**src/lane_cfg_params.svh**
```systemverilog
// Purpose: constants for the lane configuration command status block
// Assumes: word index = byte address / 4 on a 32-bit classic Wishbone bus
// Notes: Function
// Function
// - each lane field shows handling state and outcome of latest accepted command
// - each trigger runs acceptance, validation, execution, feedback in order
// - acceptance: no affected lane pending, then mark all path lanes pending
// - any affected lane already pending drops the trigger silently, fields unchanged
// - invalid staged configuration skips execution and reports a rejection code
// - valid configuration is executed and execution never fails
// - feedback overwrites every path lane field with the outcome, replacing pending
// - a lane showing an outcome code lets a new trigger be accepted
// - all triggered lanes of one path receive the same outcome value
// - commands cover whole paths, except immediate apply on live lanes
// - four-bit fields, two per byte, even lane high nibble, odd low
// - code 0h means no status, the initial value of every field
// - code 1h means the last accepted command succeeded
// - codes 2h, 3h, 4h: generic, bad application, bad lane set
// - codes 5h, 6h, 7h: bad signal integrity, lanes busy, partial path
// - codes 8h to Bh stay reserved for other validation failures
// - codes Dh to Fh are implementation rejections, negative outcomes
// - code Ch means pending; triggers for such a lane are ignored
// - the active set gets default application before startup state ends
// - active set updates while executing a valid trigger of set 0 or 1
// - one-direction capable: separate tx/rx triggers, general fields mirror tx
`ifndef LANE_CFG_PARAMS_SVH
`define LANE_CFG_PARAMS_SVH

// register word indices; byte address is four times these
`define IDX_RESULT_LANES_1_2 8'hca
`define IDX_RESULT_LANES_3_4 8'hcb
`define IDX_RESULT_LANES_5_6 8'hcc
`define IDX_RESULT_LANES_7_8 8'hcd
`define IDX_STAGED0_LO       8'h10
`define IDX_STAGED0_HI       8'h11
`define IDX_STAGED1_LO       8'h12
`define IDX_STAGED1_HI       8'h13
`define IDX_TRIGGER          8'h14
`define IDX_ACTIVE_TX_LO     8'h18
`define IDX_ACTIVE_TX_HI     8'h19
`define IDX_ACTIVE_RX_LO     8'h1a
`define IDX_ACTIVE_RX_HI     8'h1b
`define IDX_ENGINE           8'h1c

// trigger word fields
`define TRIG_MASK_LSB 0
`define TRIG_KIND_LSB 8
`define TRIG_SET_BIT  10

// trigger kinds
`define KIND_PATH_INIT 2'h0
`define KIND_IMMEDIATE 2'h1
`define KIND_IMM_TX    2'h2
`define KIND_IMM_RX    2'h3

// outcome codes
`define OUTCOME_UNKNOWN   4'h0
`define OUTCOME_OK        4'h1
`define REJECT_GENERIC    4'h2
`define REJECT_BAD_APP    4'h3
`define REJECT_BAD_LANES  4'h4
`define REJECT_BAD_SI     4'h5
`define REJECT_LANES_BUSY 4'h6
`define REJECT_PARTIAL    4'h7
`define OUTCOME_PENDING   4'hc

`endif

```
**src/lane_cfg_pkg.sv**
```systemverilog
// Purpose: shared types of the lane configuration command status block
// Assumes: eight lanes
// Notes: constants live in lane_cfg_params.svh
`default_nettype none
package lane_cfg_pkg;

	// one lane of a control set: application, first lane of path, explicit si
	typedef struct packed {
		logic [3:0] app;
		logic [2:0] first;
		logic       expl;
	} dp_cfg_type;

	typedef enum logic [1:0] {
		ENG_IDLE     = 2'b00,
		ENG_VALIDATE = 2'b01,
		ENG_EXECUTE  = 2'b10,
		ENG_FEEDBACK = 2'b11
	} engine_type;

	// classic wishbone request from the master
	typedef struct packed {
		logic        cyc;
		logic        stb;
		logic        we;
		logic [9:0]  adr;
		logic [3:0]  sel;
		logic [31:0] dat;
	} wb_req_type;

	// per-lane conditions, supported applications and the one-direction capability reported by the rest of the module
	typedef struct packed {
		logic [7:0]  path_off;
		logic [7:0]  path_live;
		logic [7:0]  si_ok;
		logic [15:0] apps_ok;
		logic        one_direction_reconf_capable;
	} lane_env_type;

	typedef struct packed {
		engine_type             fsm;
		logic                   startup;
		logic [7:0][3:0]        status;
		dp_cfg_type [1:0][7:0]  staged;
		dp_cfg_type [7:0]       act_tx;
		dp_cfg_type [7:0]       act_rx;
		dp_cfg_type [7:0]       snap;
		logic [7:0][1:0]        kind;
		logic [7:0]             trig;
		logic [7:0]             pend;
		logic [7:0]             grp;
		logic [3:0]             result;
		logic [15:0]            cnt;
		logic                   ack;
		logic [31:0]            dat;
		logic                   ready;
		logic                   busy;
	} state_type;

endpackage : lane_cfg_pkg
`default_nettype wire

```
**src/lane_cfg_status.sv**
```systemverilog
// Purpose: per-lane configuration command engine with outcome status fields
// Assumes: classic wishbone slave, one cycle answer, synchronous inputs
// Notes: one engine serves paths in turn; accepted paths wait as pending
`timescale 1ns/1ps
`default_nettype none
`include "lane_cfg_params.svh"

module lane_cfg_status #(
	parameter int          EXEC_CYCLES = 16,
	parameter logic [3:0]  DEFAULT_APP = 4'h1
) (
	// clock and reset
	input  wire logic                      sys_clk,
	input  wire logic                      sys_rst,
	// wishbone slave
	input  wire lane_cfg_pkg::wb_req_type  wb_req,
	output var  logic                      wb_ack_o,
	output var  logic [31:0]               wb_dat_o,
	// lane conditions
	input  wire lane_cfg_pkg::lane_env_type lane_env,
	// engine state
	output var  logic                      mgmt_ready,
	output var  logic                      cmd_busy
);
	import lane_cfg_pkg::*;

	// refuse execute counts that the 16-bit countdown cannot hold
	if (EXEC_CYCLES < 1 || EXEC_CYCLES > 65535) begin : g_bad_exec
		$error("EXEC_CYCLES out of range");
	end

	localparam logic [15:0] EXEC_LAST = 16'(EXEC_CYCLES - 1);

	// how a command travels through this block
	//
	// acceptance happens in the bus cycle itself: at the edge where the
	// master sees ack on a trigger write, the target lanes are worked out,
	// checked against the pending mask and, if free, marked pending with
	// the in-progress code in their status nibbles. a copy of the staged
	// lane words is taken at that edge, so the host may rewrite the staged
	// set while the command waits without changing what gets executed.
	//
	// one engine serves the pending lanes, one path at a time. it picks
	// the path of the lowest pending lane, validates the snapshot in one
	// cycle, counts the execute cycles down and then writes the outcome
	// code into every lane of that group in a single edge.
	//
	// the trade-off: a second path accepted while the engine is busy
	// waits for the first to finish instead of running alongside it. this
	// keeps one validator and one countdown, at the price of latency for
	// the later path. hosts see this only as a longer pending time.
	//
	// hazards kept out by construction:
	// - acceptance only marks lanes that are not pending, and feedback only
	//   clears lanes of the group in service, which are pending; the two
	//   can fall in one cycle but never touch the same lane.
	// - the engine group is fixed when it leaves idle, so a fresh trigger
	//   on another path cannot widen the group under validation.
	// - triggers during the startup cycle are ignored, so the default
	//   active set is never overwritten by a command that raced it.
	//
	// limitation: lanes not covered by a staged first-lane field of their
	// own are grouped by whatever that field holds; a host that stages
	// overlapping paths gets the validator's lane-set rejection.

	state_type state_reg;
	state_type state_next;

	// lanes sharing a path with any triggered lane of the given set
	function automatic logic [7:0] expand_paths(input dp_cfg_type [7:0] cfg,
		input logic [7:0] mask);
		logic [7:0] res;
		res = 8'h00;
		for (int j = 0; j < 8; j++) begin
			for (int i = 0; i < 8; i++) begin
				if (mask[i] && cfg[i].first == cfg[j].first)
					res[j] = 1'b1;
			end
		end
		return res;
	endfunction : expand_paths

	// pending lanes belonging to the path of the lowest pending lane;
	// a fixed priority keeps service order predictable for the host
	function automatic logic [7:0] pick_group(input dp_cfg_type [7:0] cfg,
		input logic [7:0] pend);
		logic [7:0] res;
		logic [2:0] head;
		logic       found;
		res = 8'h00;
		head = 3'h0;
		found = 1'b0;
		for (int i = 0; i < 8; i++) begin
			if (pend[i] && !found) begin
				head = cfg[i].first;
				found = 1'b1;
			end
		end
		for (int i = 0; i < 8; i++) begin
			if (pend[i] && cfg[i].first == head)
				res[i] = 1'b1;
		end
		return res;
	endfunction : pick_group

	// validation of a path snapshot; first failing check gives the code
	// order of checks:
	//   direction triggers without the capability
	//   path init that leaves a lane of the path untriggered
	//   unused or unsupported application
	//   first-lane field pointing outside the group
	//   explicit signal settings not acceptable
	//   path init on lanes that are not switched off
	function automatic logic [3:0] validate(input state_type s, input lane_env_type env);
		logic [3:0] code;
		logic       init;
		code = `OUTCOME_OK;
		init = 1'b0;
		for (int i = 0; i < 8; i++) begin
			if (s.grp[i]) begin
				init = s.kind[i] == `KIND_PATH_INIT;
				if (code == `OUTCOME_OK && (s.kind[i] == `KIND_IMM_TX ||
					s.kind[i] == `KIND_IMM_RX) && !env.one_direction_reconf_capable)
					code = `REJECT_GENERIC;
				if (code == `OUTCOME_OK && init && !s.trig[i])
					code = `REJECT_PARTIAL;
			end
		end
		for (int i = 0; i < 8; i++) begin
			if (s.grp[i] && code == `OUTCOME_OK) begin
				if (s.snap[i].app == `OUTCOME_UNKNOWN || !env.apps_ok[s.snap[i].app])
					code = `REJECT_BAD_APP;
				else if (3'(i) < s.snap[i].first || !s.grp[s.snap[i].first])
					code = `REJECT_BAD_LANES;
				else if (s.snap[i].expl && !env.si_ok[i])
					code = `REJECT_BAD_SI;
				else if (init && !env.path_off[i])
					code = `REJECT_LANES_BUSY;
			end
		end
		// reserved and implementation codes are never produced here
		return code;
	endfunction : validate

	// register words: a nibble pair or four lane configurations
	function automatic logic [31:0] cfg_word(input dp_cfg_type [7:0] cfg, input logic hi);
		return hi ? {cfg[7], cfg[6], cfg[5], cfg[4]} : {cfg[3], cfg[2], cfg[1], cfg[0]};
	endfunction : cfg_word

	function automatic logic [31:0] pair_word(input logic [7:0][3:0] st, input int k);
		return {24'h00_0000, st[2 * k + 1], st[2 * k]};
	endfunction : pair_word

	// next state: bus slave, acceptance, engine
	always_comb begin
		logic [7:0]  mask;
		logic [1:0]  kind;
		logic        set;
		logic        imm;
		logic [7:0]  tgt;
		logic [7:0]  idx;
		logic        wr;
		logic [31:0] rd;
		state_next = state_reg;
		mask = 8'h00;
		kind = `KIND_PATH_INIT;
		set = 1'b0;
		imm = 1'b0;
		tgt = 8'h00;
		idx = wb_req.adr[9:2];
		rd = 32'h0000_0000;
		// one cycle answer, ack dropped after one cycle
		state_next.ack = wb_req.cyc && wb_req.stb && !state_reg.ack;
		// writes take effect at the edge where the master sees ack
		wr = state_reg.ack && wb_req.cyc && wb_req.stb && wb_req.we;

		// read map, word index on the bus:
		//   status nibble pairs, two lanes per word
		//   staged sets 0 and 1, four lane words per bus word
		//   active tx (general) and active rx lane words
		//   engine word: state and pending mask, for debug
		// the trigger word is write only and reads as zero, so a host
		// cannot mistake a stale mask for a busy indication.
		// data is registered with ack and zero otherwise, which keeps
		// the read path free of glitches into the master.
		case (idx)
			`IDX_RESULT_LANES_1_2: rd = pair_word(state_reg.status, 0);
			`IDX_RESULT_LANES_3_4: rd = pair_word(state_reg.status, 1);
			`IDX_RESULT_LANES_5_6: rd = pair_word(state_reg.status, 2);
			`IDX_RESULT_LANES_7_8: rd = pair_word(state_reg.status, 3);
			`IDX_STAGED0_LO:       rd = cfg_word(state_reg.staged[0], 1'b0);
			`IDX_STAGED0_HI:       rd = cfg_word(state_reg.staged[0], 1'b1);
			`IDX_STAGED1_LO:       rd = cfg_word(state_reg.staged[1], 1'b0);
			`IDX_STAGED1_HI:       rd = cfg_word(state_reg.staged[1], 1'b1);
			`IDX_ACTIVE_TX_LO:     rd = cfg_word(state_reg.act_tx, 1'b0);
			`IDX_ACTIVE_TX_HI:     rd = cfg_word(state_reg.act_tx, 1'b1);
			`IDX_ACTIVE_RX_LO:     rd = cfg_word(state_reg.act_rx, 1'b0);
			`IDX_ACTIVE_RX_HI:     rd = cfg_word(state_reg.act_rx, 1'b1);
			`IDX_ENGINE:           rd = {22'h00_0000, state_reg.fsm, state_reg.pend};
			default:               rd = 32'h0000_0000; // unmapped reads as zero
		endcase
		state_next.dat = state_next.ack ? rd : 32'h0000_0000;

		// startup lasts one cycle and loads the default application
		if (state_reg.startup) begin
			state_next.startup = 1'b0;
			for (int i = 0; i < 8; i++) begin
				state_next.act_tx[i] = '{app: DEFAULT_APP, first: 3'h0, expl: 1'b0};
				state_next.act_rx[i] = '{app: DEFAULT_APP, first: 3'h0, expl: 1'b0};
			end
		end

		// engine; its lanes never overlap a fresh acceptance below
		case (state_reg.fsm)
			// wait for pending lanes, then freeze one path as the group
			ENG_IDLE: begin
				if (state_reg.pend != 8'h00) begin
					state_next.grp = pick_group(state_reg.snap, state_reg.pend);
					state_next.fsm = ENG_VALIDATE;
				end
			end
			// one cycle of checks; a rejection skips the countdown
			ENG_VALIDATE: begin
				state_next.result = validate(state_reg, lane_env);
				state_next.cnt = EXEC_LAST;
				if (state_next.result != `OUTCOME_OK)
					state_next.fsm = ENG_FEEDBACK;
				else
					state_next.fsm = ENG_EXECUTE;
			end
			ENG_EXECUTE: begin
				// execution cannot fail once validated
				if (state_reg.cnt == 16'h0000) begin
					for (int i = 0; i < 8; i++) begin
						if (state_reg.grp[i]) begin
							if (state_reg.kind[i] != `KIND_IMM_RX)
								state_next.act_tx[i] = state_reg.snap[i];
							if (state_reg.kind[i] != `KIND_IMM_TX)
								state_next.act_rx[i] = state_reg.snap[i];
						end
					end
					state_next.result = `OUTCOME_OK;
					state_next.fsm = ENG_FEEDBACK;
				end else begin
					state_next.cnt = state_reg.cnt - 16'h0001;
				end
			end
			// outcome lands on all group lanes at once, never one by one
			ENG_FEEDBACK: begin
				for (int i = 0; i < 8; i++) begin
					if (state_reg.grp[i])
						state_next.status[i] = state_reg.result;
				end
				state_next.pend = state_reg.pend & ~state_reg.grp;
				state_next.grp = 8'h00;
				state_next.fsm = ENG_IDLE;
			end
			default: state_next.fsm = ENG_IDLE;
		endcase

		// register writes; staged words honour the byte selects so a host
		// may restage a single lane without touching its neighbours
		if (wr) begin
			for (int s = 0; s < 2; s++) begin
				for (int b = 0; b < 4; b++) begin
					if (wb_req.sel[b] && idx == `IDX_STAGED0_LO + 8'(2 * s))
						state_next.staged[s][b] = wb_req.dat[8 * b +: 8];
					if (wb_req.sel[b] && idx == `IDX_STAGED0_HI + 8'(2 * s))
						state_next.staged[s][b + 4] = wb_req.dat[8 * b +: 8];
				end
			end
			if (idx == `IDX_TRIGGER && wb_req.sel[0] && !state_reg.startup) begin
				mask = wb_req.dat[`TRIG_MASK_LSB +: 8];
				if (wb_req.sel[1]) begin
					kind = wb_req.dat[`TRIG_KIND_LSB +: 2];
					set = wb_req.dat[`TRIG_SET_BIT];
				end
				imm = kind != `KIND_PATH_INIT;
				// subset allowed only for immediate apply on live lanes
				if (imm && (mask & ~lane_env.path_live) == 8'h00)
					tgt = mask;
				else
					tgt = expand_paths(state_reg.staged[set], mask);
				// any pending affected lane drops the whole trigger silently
				if ((tgt & state_reg.pend) == 8'h00) begin
					for (int i = 0; i < 8; i++) begin
						if (tgt[i]) begin
							state_next.status[i] = `OUTCOME_PENDING;
							state_next.snap[i] = state_reg.staged[set][i];
							state_next.kind[i] = kind;
							state_next.trig[i] = mask[i];
							state_next.pend[i] = 1'b1;
						end
					end
				end
			end
		end

		// registered copies of the engine flags for the output pins
		state_next.ready = !state_next.startup;
		state_next.busy = state_next.pend != 8'h00;
	end

	// reset clears every field to zero, the no-status code, except startup, which it sets
	always_ff @(posedge sys_clk) begin
		if (sys_rst) begin
			state_reg <= '0;
			state_reg.startup <= 1'b1;
		end else begin
			state_reg <= state_next;
		end
	end

	// outputs straight from the state flops
	assign wb_ack_o = state_reg.ack;
	assign wb_dat_o = state_reg.dat;
	assign mgmt_ready = state_reg.ready;
	assign cmd_busy = state_reg.busy;

endmodule : lane_cfg_status
`default_nettype wire

```
**config.mk**
```make
export PLATFORM = sky130hd
export DESIGN_NAME = lane_cfg_status
export DESIGN_NICKNAME = d
export VERILOG_FILES = /design/src/lane_cfg_pkg.sv /design/src/lane_cfg_status.sv
export VERILOG_INCLUDE_DIRS = /design/src
export SDC_FILE = /design/constraint.sdc
export NUM_CORES = 1
export LEC_CHECK = 0
export ABC_CLOCK_PERIOD_IN_PS = 4970
export BUFFER_PORTS_ARGS = -buffer_cell sky130_fd_sc_hd__buf_2
export CAP_MARGIN = 30
export CORE_MARGIN = 2
export CORE_UTILIZATION = 55
export DETAILED_ROUTE_END_ITERATION = 10
export PLACE_DENSITY = 0.73
export RECOVER_POWER = 25
export SLEW_MARGIN = 15
export SYNTH_ARGS = -nofsm -noshare
export SYNTH_HDL_FRONTEND = slang
export SYNTH_SLANG_ARGS = --single-unit
```
**constraint.sdc**
```tcl
create_clock -name sys_clk -period 4.97 [get_ports sys_clk]
set_input_delay 0.2485 -clock sys_clk [delete_from_list [all_inputs] [get_ports sys_clk]]
set_output_delay 0.2485 -clock sys_clk [all_outputs]
set_load 0.1 [all_outputs]
```
==> summary.txt <==
CTS
  – # clock sinks: 449
  – Clk Latency, worst-skew pair: 0.61 ns
  – CTS HTree Levels: 2
  – CTS tree: done
  – Root buffer cell: clkbuf_16
  – Number of CTS-inserted buffers: 46
  – Reg clk slew, reported paths: 0.07 ns
  – Clk buf depth: 3

Yosys
  – Area share of the largest cell type after synthesis: 0.381
  – Main combinational cell family by area after synthesis: simple AND/OR/NAND/NOR gates
  – Distinct cells, synth: 81
  – Ys Warns: 0
  – Post-synthesis adder-cell area fraction: 0.00319
  – Synth area leader: dfxtp_1
  – Sequential fraction of the synthesis area: 0.381
  – Compound-Gate Fraction of Synth Area: 0.163
  – Top_reg_cell synth: dfxtp_1
  – Seq cells post-synth: 449
  – Top cells by area, synth: dfxtp_1 (38%), mux2i_1 (8.5%), nor2_1 (5.9%)
  – Synthesized instance count: 2684
  – Top post-synthesis cells by count: dfxtp_1 (449), nor2_1 (370), a21oi_1 (215), mux2i_1 (199), clkbuf_1 (179)
  – Area share of xor/xnor cells in the synthesized design: 0.0394
  – Async set or reset register ratio after synthesis: 0
  – Syn Nets: 2782
  – Post-Synthesis Cell Area: 23600 um^2
  – Mux cell area share after synthesis: 0.154
  – EDFF count, synth: 0
  – Count leader, synth: dfxtp_1
  – Fraction of the mapped netlist area in simple logic gates: 0.209
  – Mean Syn Cell Area: 8.78 um^2

Route
  – Initial DRC count: 2521
  – Via count: 22.1k
  – Drt total wl: 82.9 mm
  – Initial DRT Pass Iterations: 7
  – Final antenna-violating net count: 0
  – Via/cell ratio: 6.67
  – Number of remaining DRC errors: 0
  – Drt wl/cell: 25.0 um

Die
  – Die Height: 211 um
  – I/O pins: 127
  – Row count: 75
  – DIE WIDTH: 211 um
  – Core ar.: 42100 um^2
  – Die footprint: 44500 um^2
  – Initial Utilization: 0.559

Timing
  – Fin. Hold Viols: 0
  – Post-Route Setup TNS: 0 ns
  – Maximum clock rate: 0.224 GHz
  – Tcrit/Tclk final: 0.900
  – Worst Max-Slew Pin Slew: 2.46 ns
  – Slew Limit Fails: 104
  – Max-slew headroom: -0.641
  – WHS: 0.0710 ns
  – Setup-failing EPs final: 0
  – Skew final: 0.0218 ns
  – Min Clock Period, post-route: 4.47 ns
  – RSZ-0062 raised after global routing: no

Layout
  – Footprint of the multi-input gates: 13500 um^2
  – Largest register FFs: 414
  – Final-stage net count: 2832
  – Fraction of layout cells with a size suffix above 1: 0.139
  – # fillers: 3562
  – Post-route cell area: 26300 um^2
  – Sequential cell area: 8990 um^2
  – Syn-to-layout area delta: 11.7%
  – Util after Layout: 0.625

Min path
  – HP Start: wb_req[8]
  – Hold Crit Class: primary input to flip-flop
  – Hold Path Cell Cnt: 3
  – Worst Hold End: state_reg[327]

Pwr
  – Switching part of the total: 0.242
  – Leakage power: 0.00908 uW
  – Reg power frac: 0.475
  – Switching power: 1890 uW
  – Power Internal: 5900 uW
  – Clock group share of total power: 0.469
  – Maximum vdd drop: 0.000280 V
  – Gate power share: 0.056
  – PD cells: 296 nW/um^2

GRT
  – First-pass GRT wire length: 125 mm
  – Pin count of the biggest net entering global routing: 102
  – All-layer global routing usage: 0.367
  – Vias in the first global route: 21.1k
  – Remaining Overflow, GRT: 0
  – Initial antenna violation count: 1

Critical path
  – Critical path required time: 5.48 ns
  – Reg-to-reg critical path startpoint: state_reg[58]
  – Register-to-register setup slack: 0.73 ns
  – Startpoint Class: primary input
  – Critical Path Max Stage Delay: 0.73 ns
  – CP Capture Type: flip-flop
  – Critical path cell sequence: dlygate4sd3_1 -> buf_2 -> nand2_8 -> buf_4 -> mux2i_2 -> buf_4 -> xnor2_1 -> nand4_1 -> nand3_1 -> o21ai_0 -> a21oi_1 -> a2111oi_4 -> nand4_4 -> or2_2 -> a21oi_1
  – RR Endpoint: state_reg[52]
  – Crit-path max FO: 38
  – Crit path max-delay cell type: a2111oi_4
  – Worst Path Arrival: 4.99 ns
  – CP Class: primary input to flip-flop
  – Worst r2r path cells: 11

Place
  – PortBufs: 123
  – Dpl cell area: 24600 um^2
  – Final Wtd Congestion: 0.975
  – DP HPWL: 57.1 mm

Job
  – Max-Cap Viols: 2

Outcome
  – Outcome: finished, violations left
  – Failing checks: max-capacitance violations, max-slew violations
layer usage:
metal	GRT usage	part of all wire	up-vias
met4	0.225	0.063	2
met1	0.482	0.38	10600
met3	0.0620	0.11	299
met5	0	0.00014	-
li1	-	-	9839
met2	0.567	0.44	1348
worst max-delay path: cells and delay by family:
| kind | cells | cell delay (ns) |
|---|---|---|
| AO/OA/AOI/OAI | 4 | 1.45 |
| XOR/XNOR | 1 | 0.11 |
| buffers and inverters | 4 | 1.43 |
| multiplexers | 1 | 0.26 |
| AND/OR/NAND/NOR | 5 | 1.45 |
layout make-up:
| type | count | share of cell area |
|---|---|---|
| diodes | 1 | 0.0000950 |
| clock buffers | 62 | 0.0499 |
| clock inverters | 22 | 0.00998 |
| well taps | 539 | 0.0256 |
| multi-input cells | 1962 | 0.512 |
| inverters | 40 | 0.00570 |
| flip-flops and latches | 449 | 0.342 |
| repair buffers | 235 | 0.0554 |
timing repair:
item                                    in CTS  in global routing
endpoints found under the setup margin       0                  1
endpoints found under the hold margin       89                  0
hold buffers                                25                  0
gates resized for setup                      0                  1
buffers inserted                             0                  0
power by group through the flow:
| stage | clock network, uW | registers [uW] | logic (uW) |
|---|---|---|---|
| 2_1_floorplan | 0 | 3730 | 277 |
| 3_3_place_gp | 0 | 3770 | 398 |
| 3_5_place_dp | 0 | 3770 | 411 |
| 4_1_cts | 3650 | 3690 | 427 |
| 5_1_grt | 3800 | 3700 | 466 |
| 6_report | 3650 | 3700 | 436 |
placed cells by master (no fill, tap or decap), drive strengths merged, types with 56 or more instances in the layout:
master,n
dfxtp,449
nor2,370
mux2i,222
a21oi,215
buf,159
a22oi,144
nand2,135
nor3b,117
clkbuf,113
xnor2,92
nand4,69
nor3,56
cells by family after synthesis:
kind of cell	Yosys count
mux	307
buf+inv	273
simple gates	964
compound gates	579
flops	449
xor+xnor	106
fa+ha+maj	6
worst max path at each step:
| stage | cells past startpoint | slack [ns] | end | from |
|---|---|---|---|---|
| detailed placement | 14 | 0.32 | state_reg[98] | wb_req[33] |
| floorplan | 12 | 1.43 | state_reg[52] | state_reg[57] |
| CTS | 15 | 0.33 | state_reg[98] | wb_req[10] |
| global route | 15 | 0.26 | state_reg[98] | wb_req[10] |
| global placement | 14 | 0.39 | state_reg[98] | wb_req[33] |
| finish | 15 | 0.50 | state_reg[98] | wb_req[10] |
metrics by stage:
step	std cells	power, uW	setup WS, ns
3_3_place_gp	3190	4170	0.386
5_1_grt	3309	7960	0.257
4_1_cts	3305	7780	0.333
3_5_place_dp	3196	4180	0.317
2_1_floorplan	2684	4010	1.43
6_report	3310	7780	0.498
No activity file was read; power rests on OpenSTA's default activity.
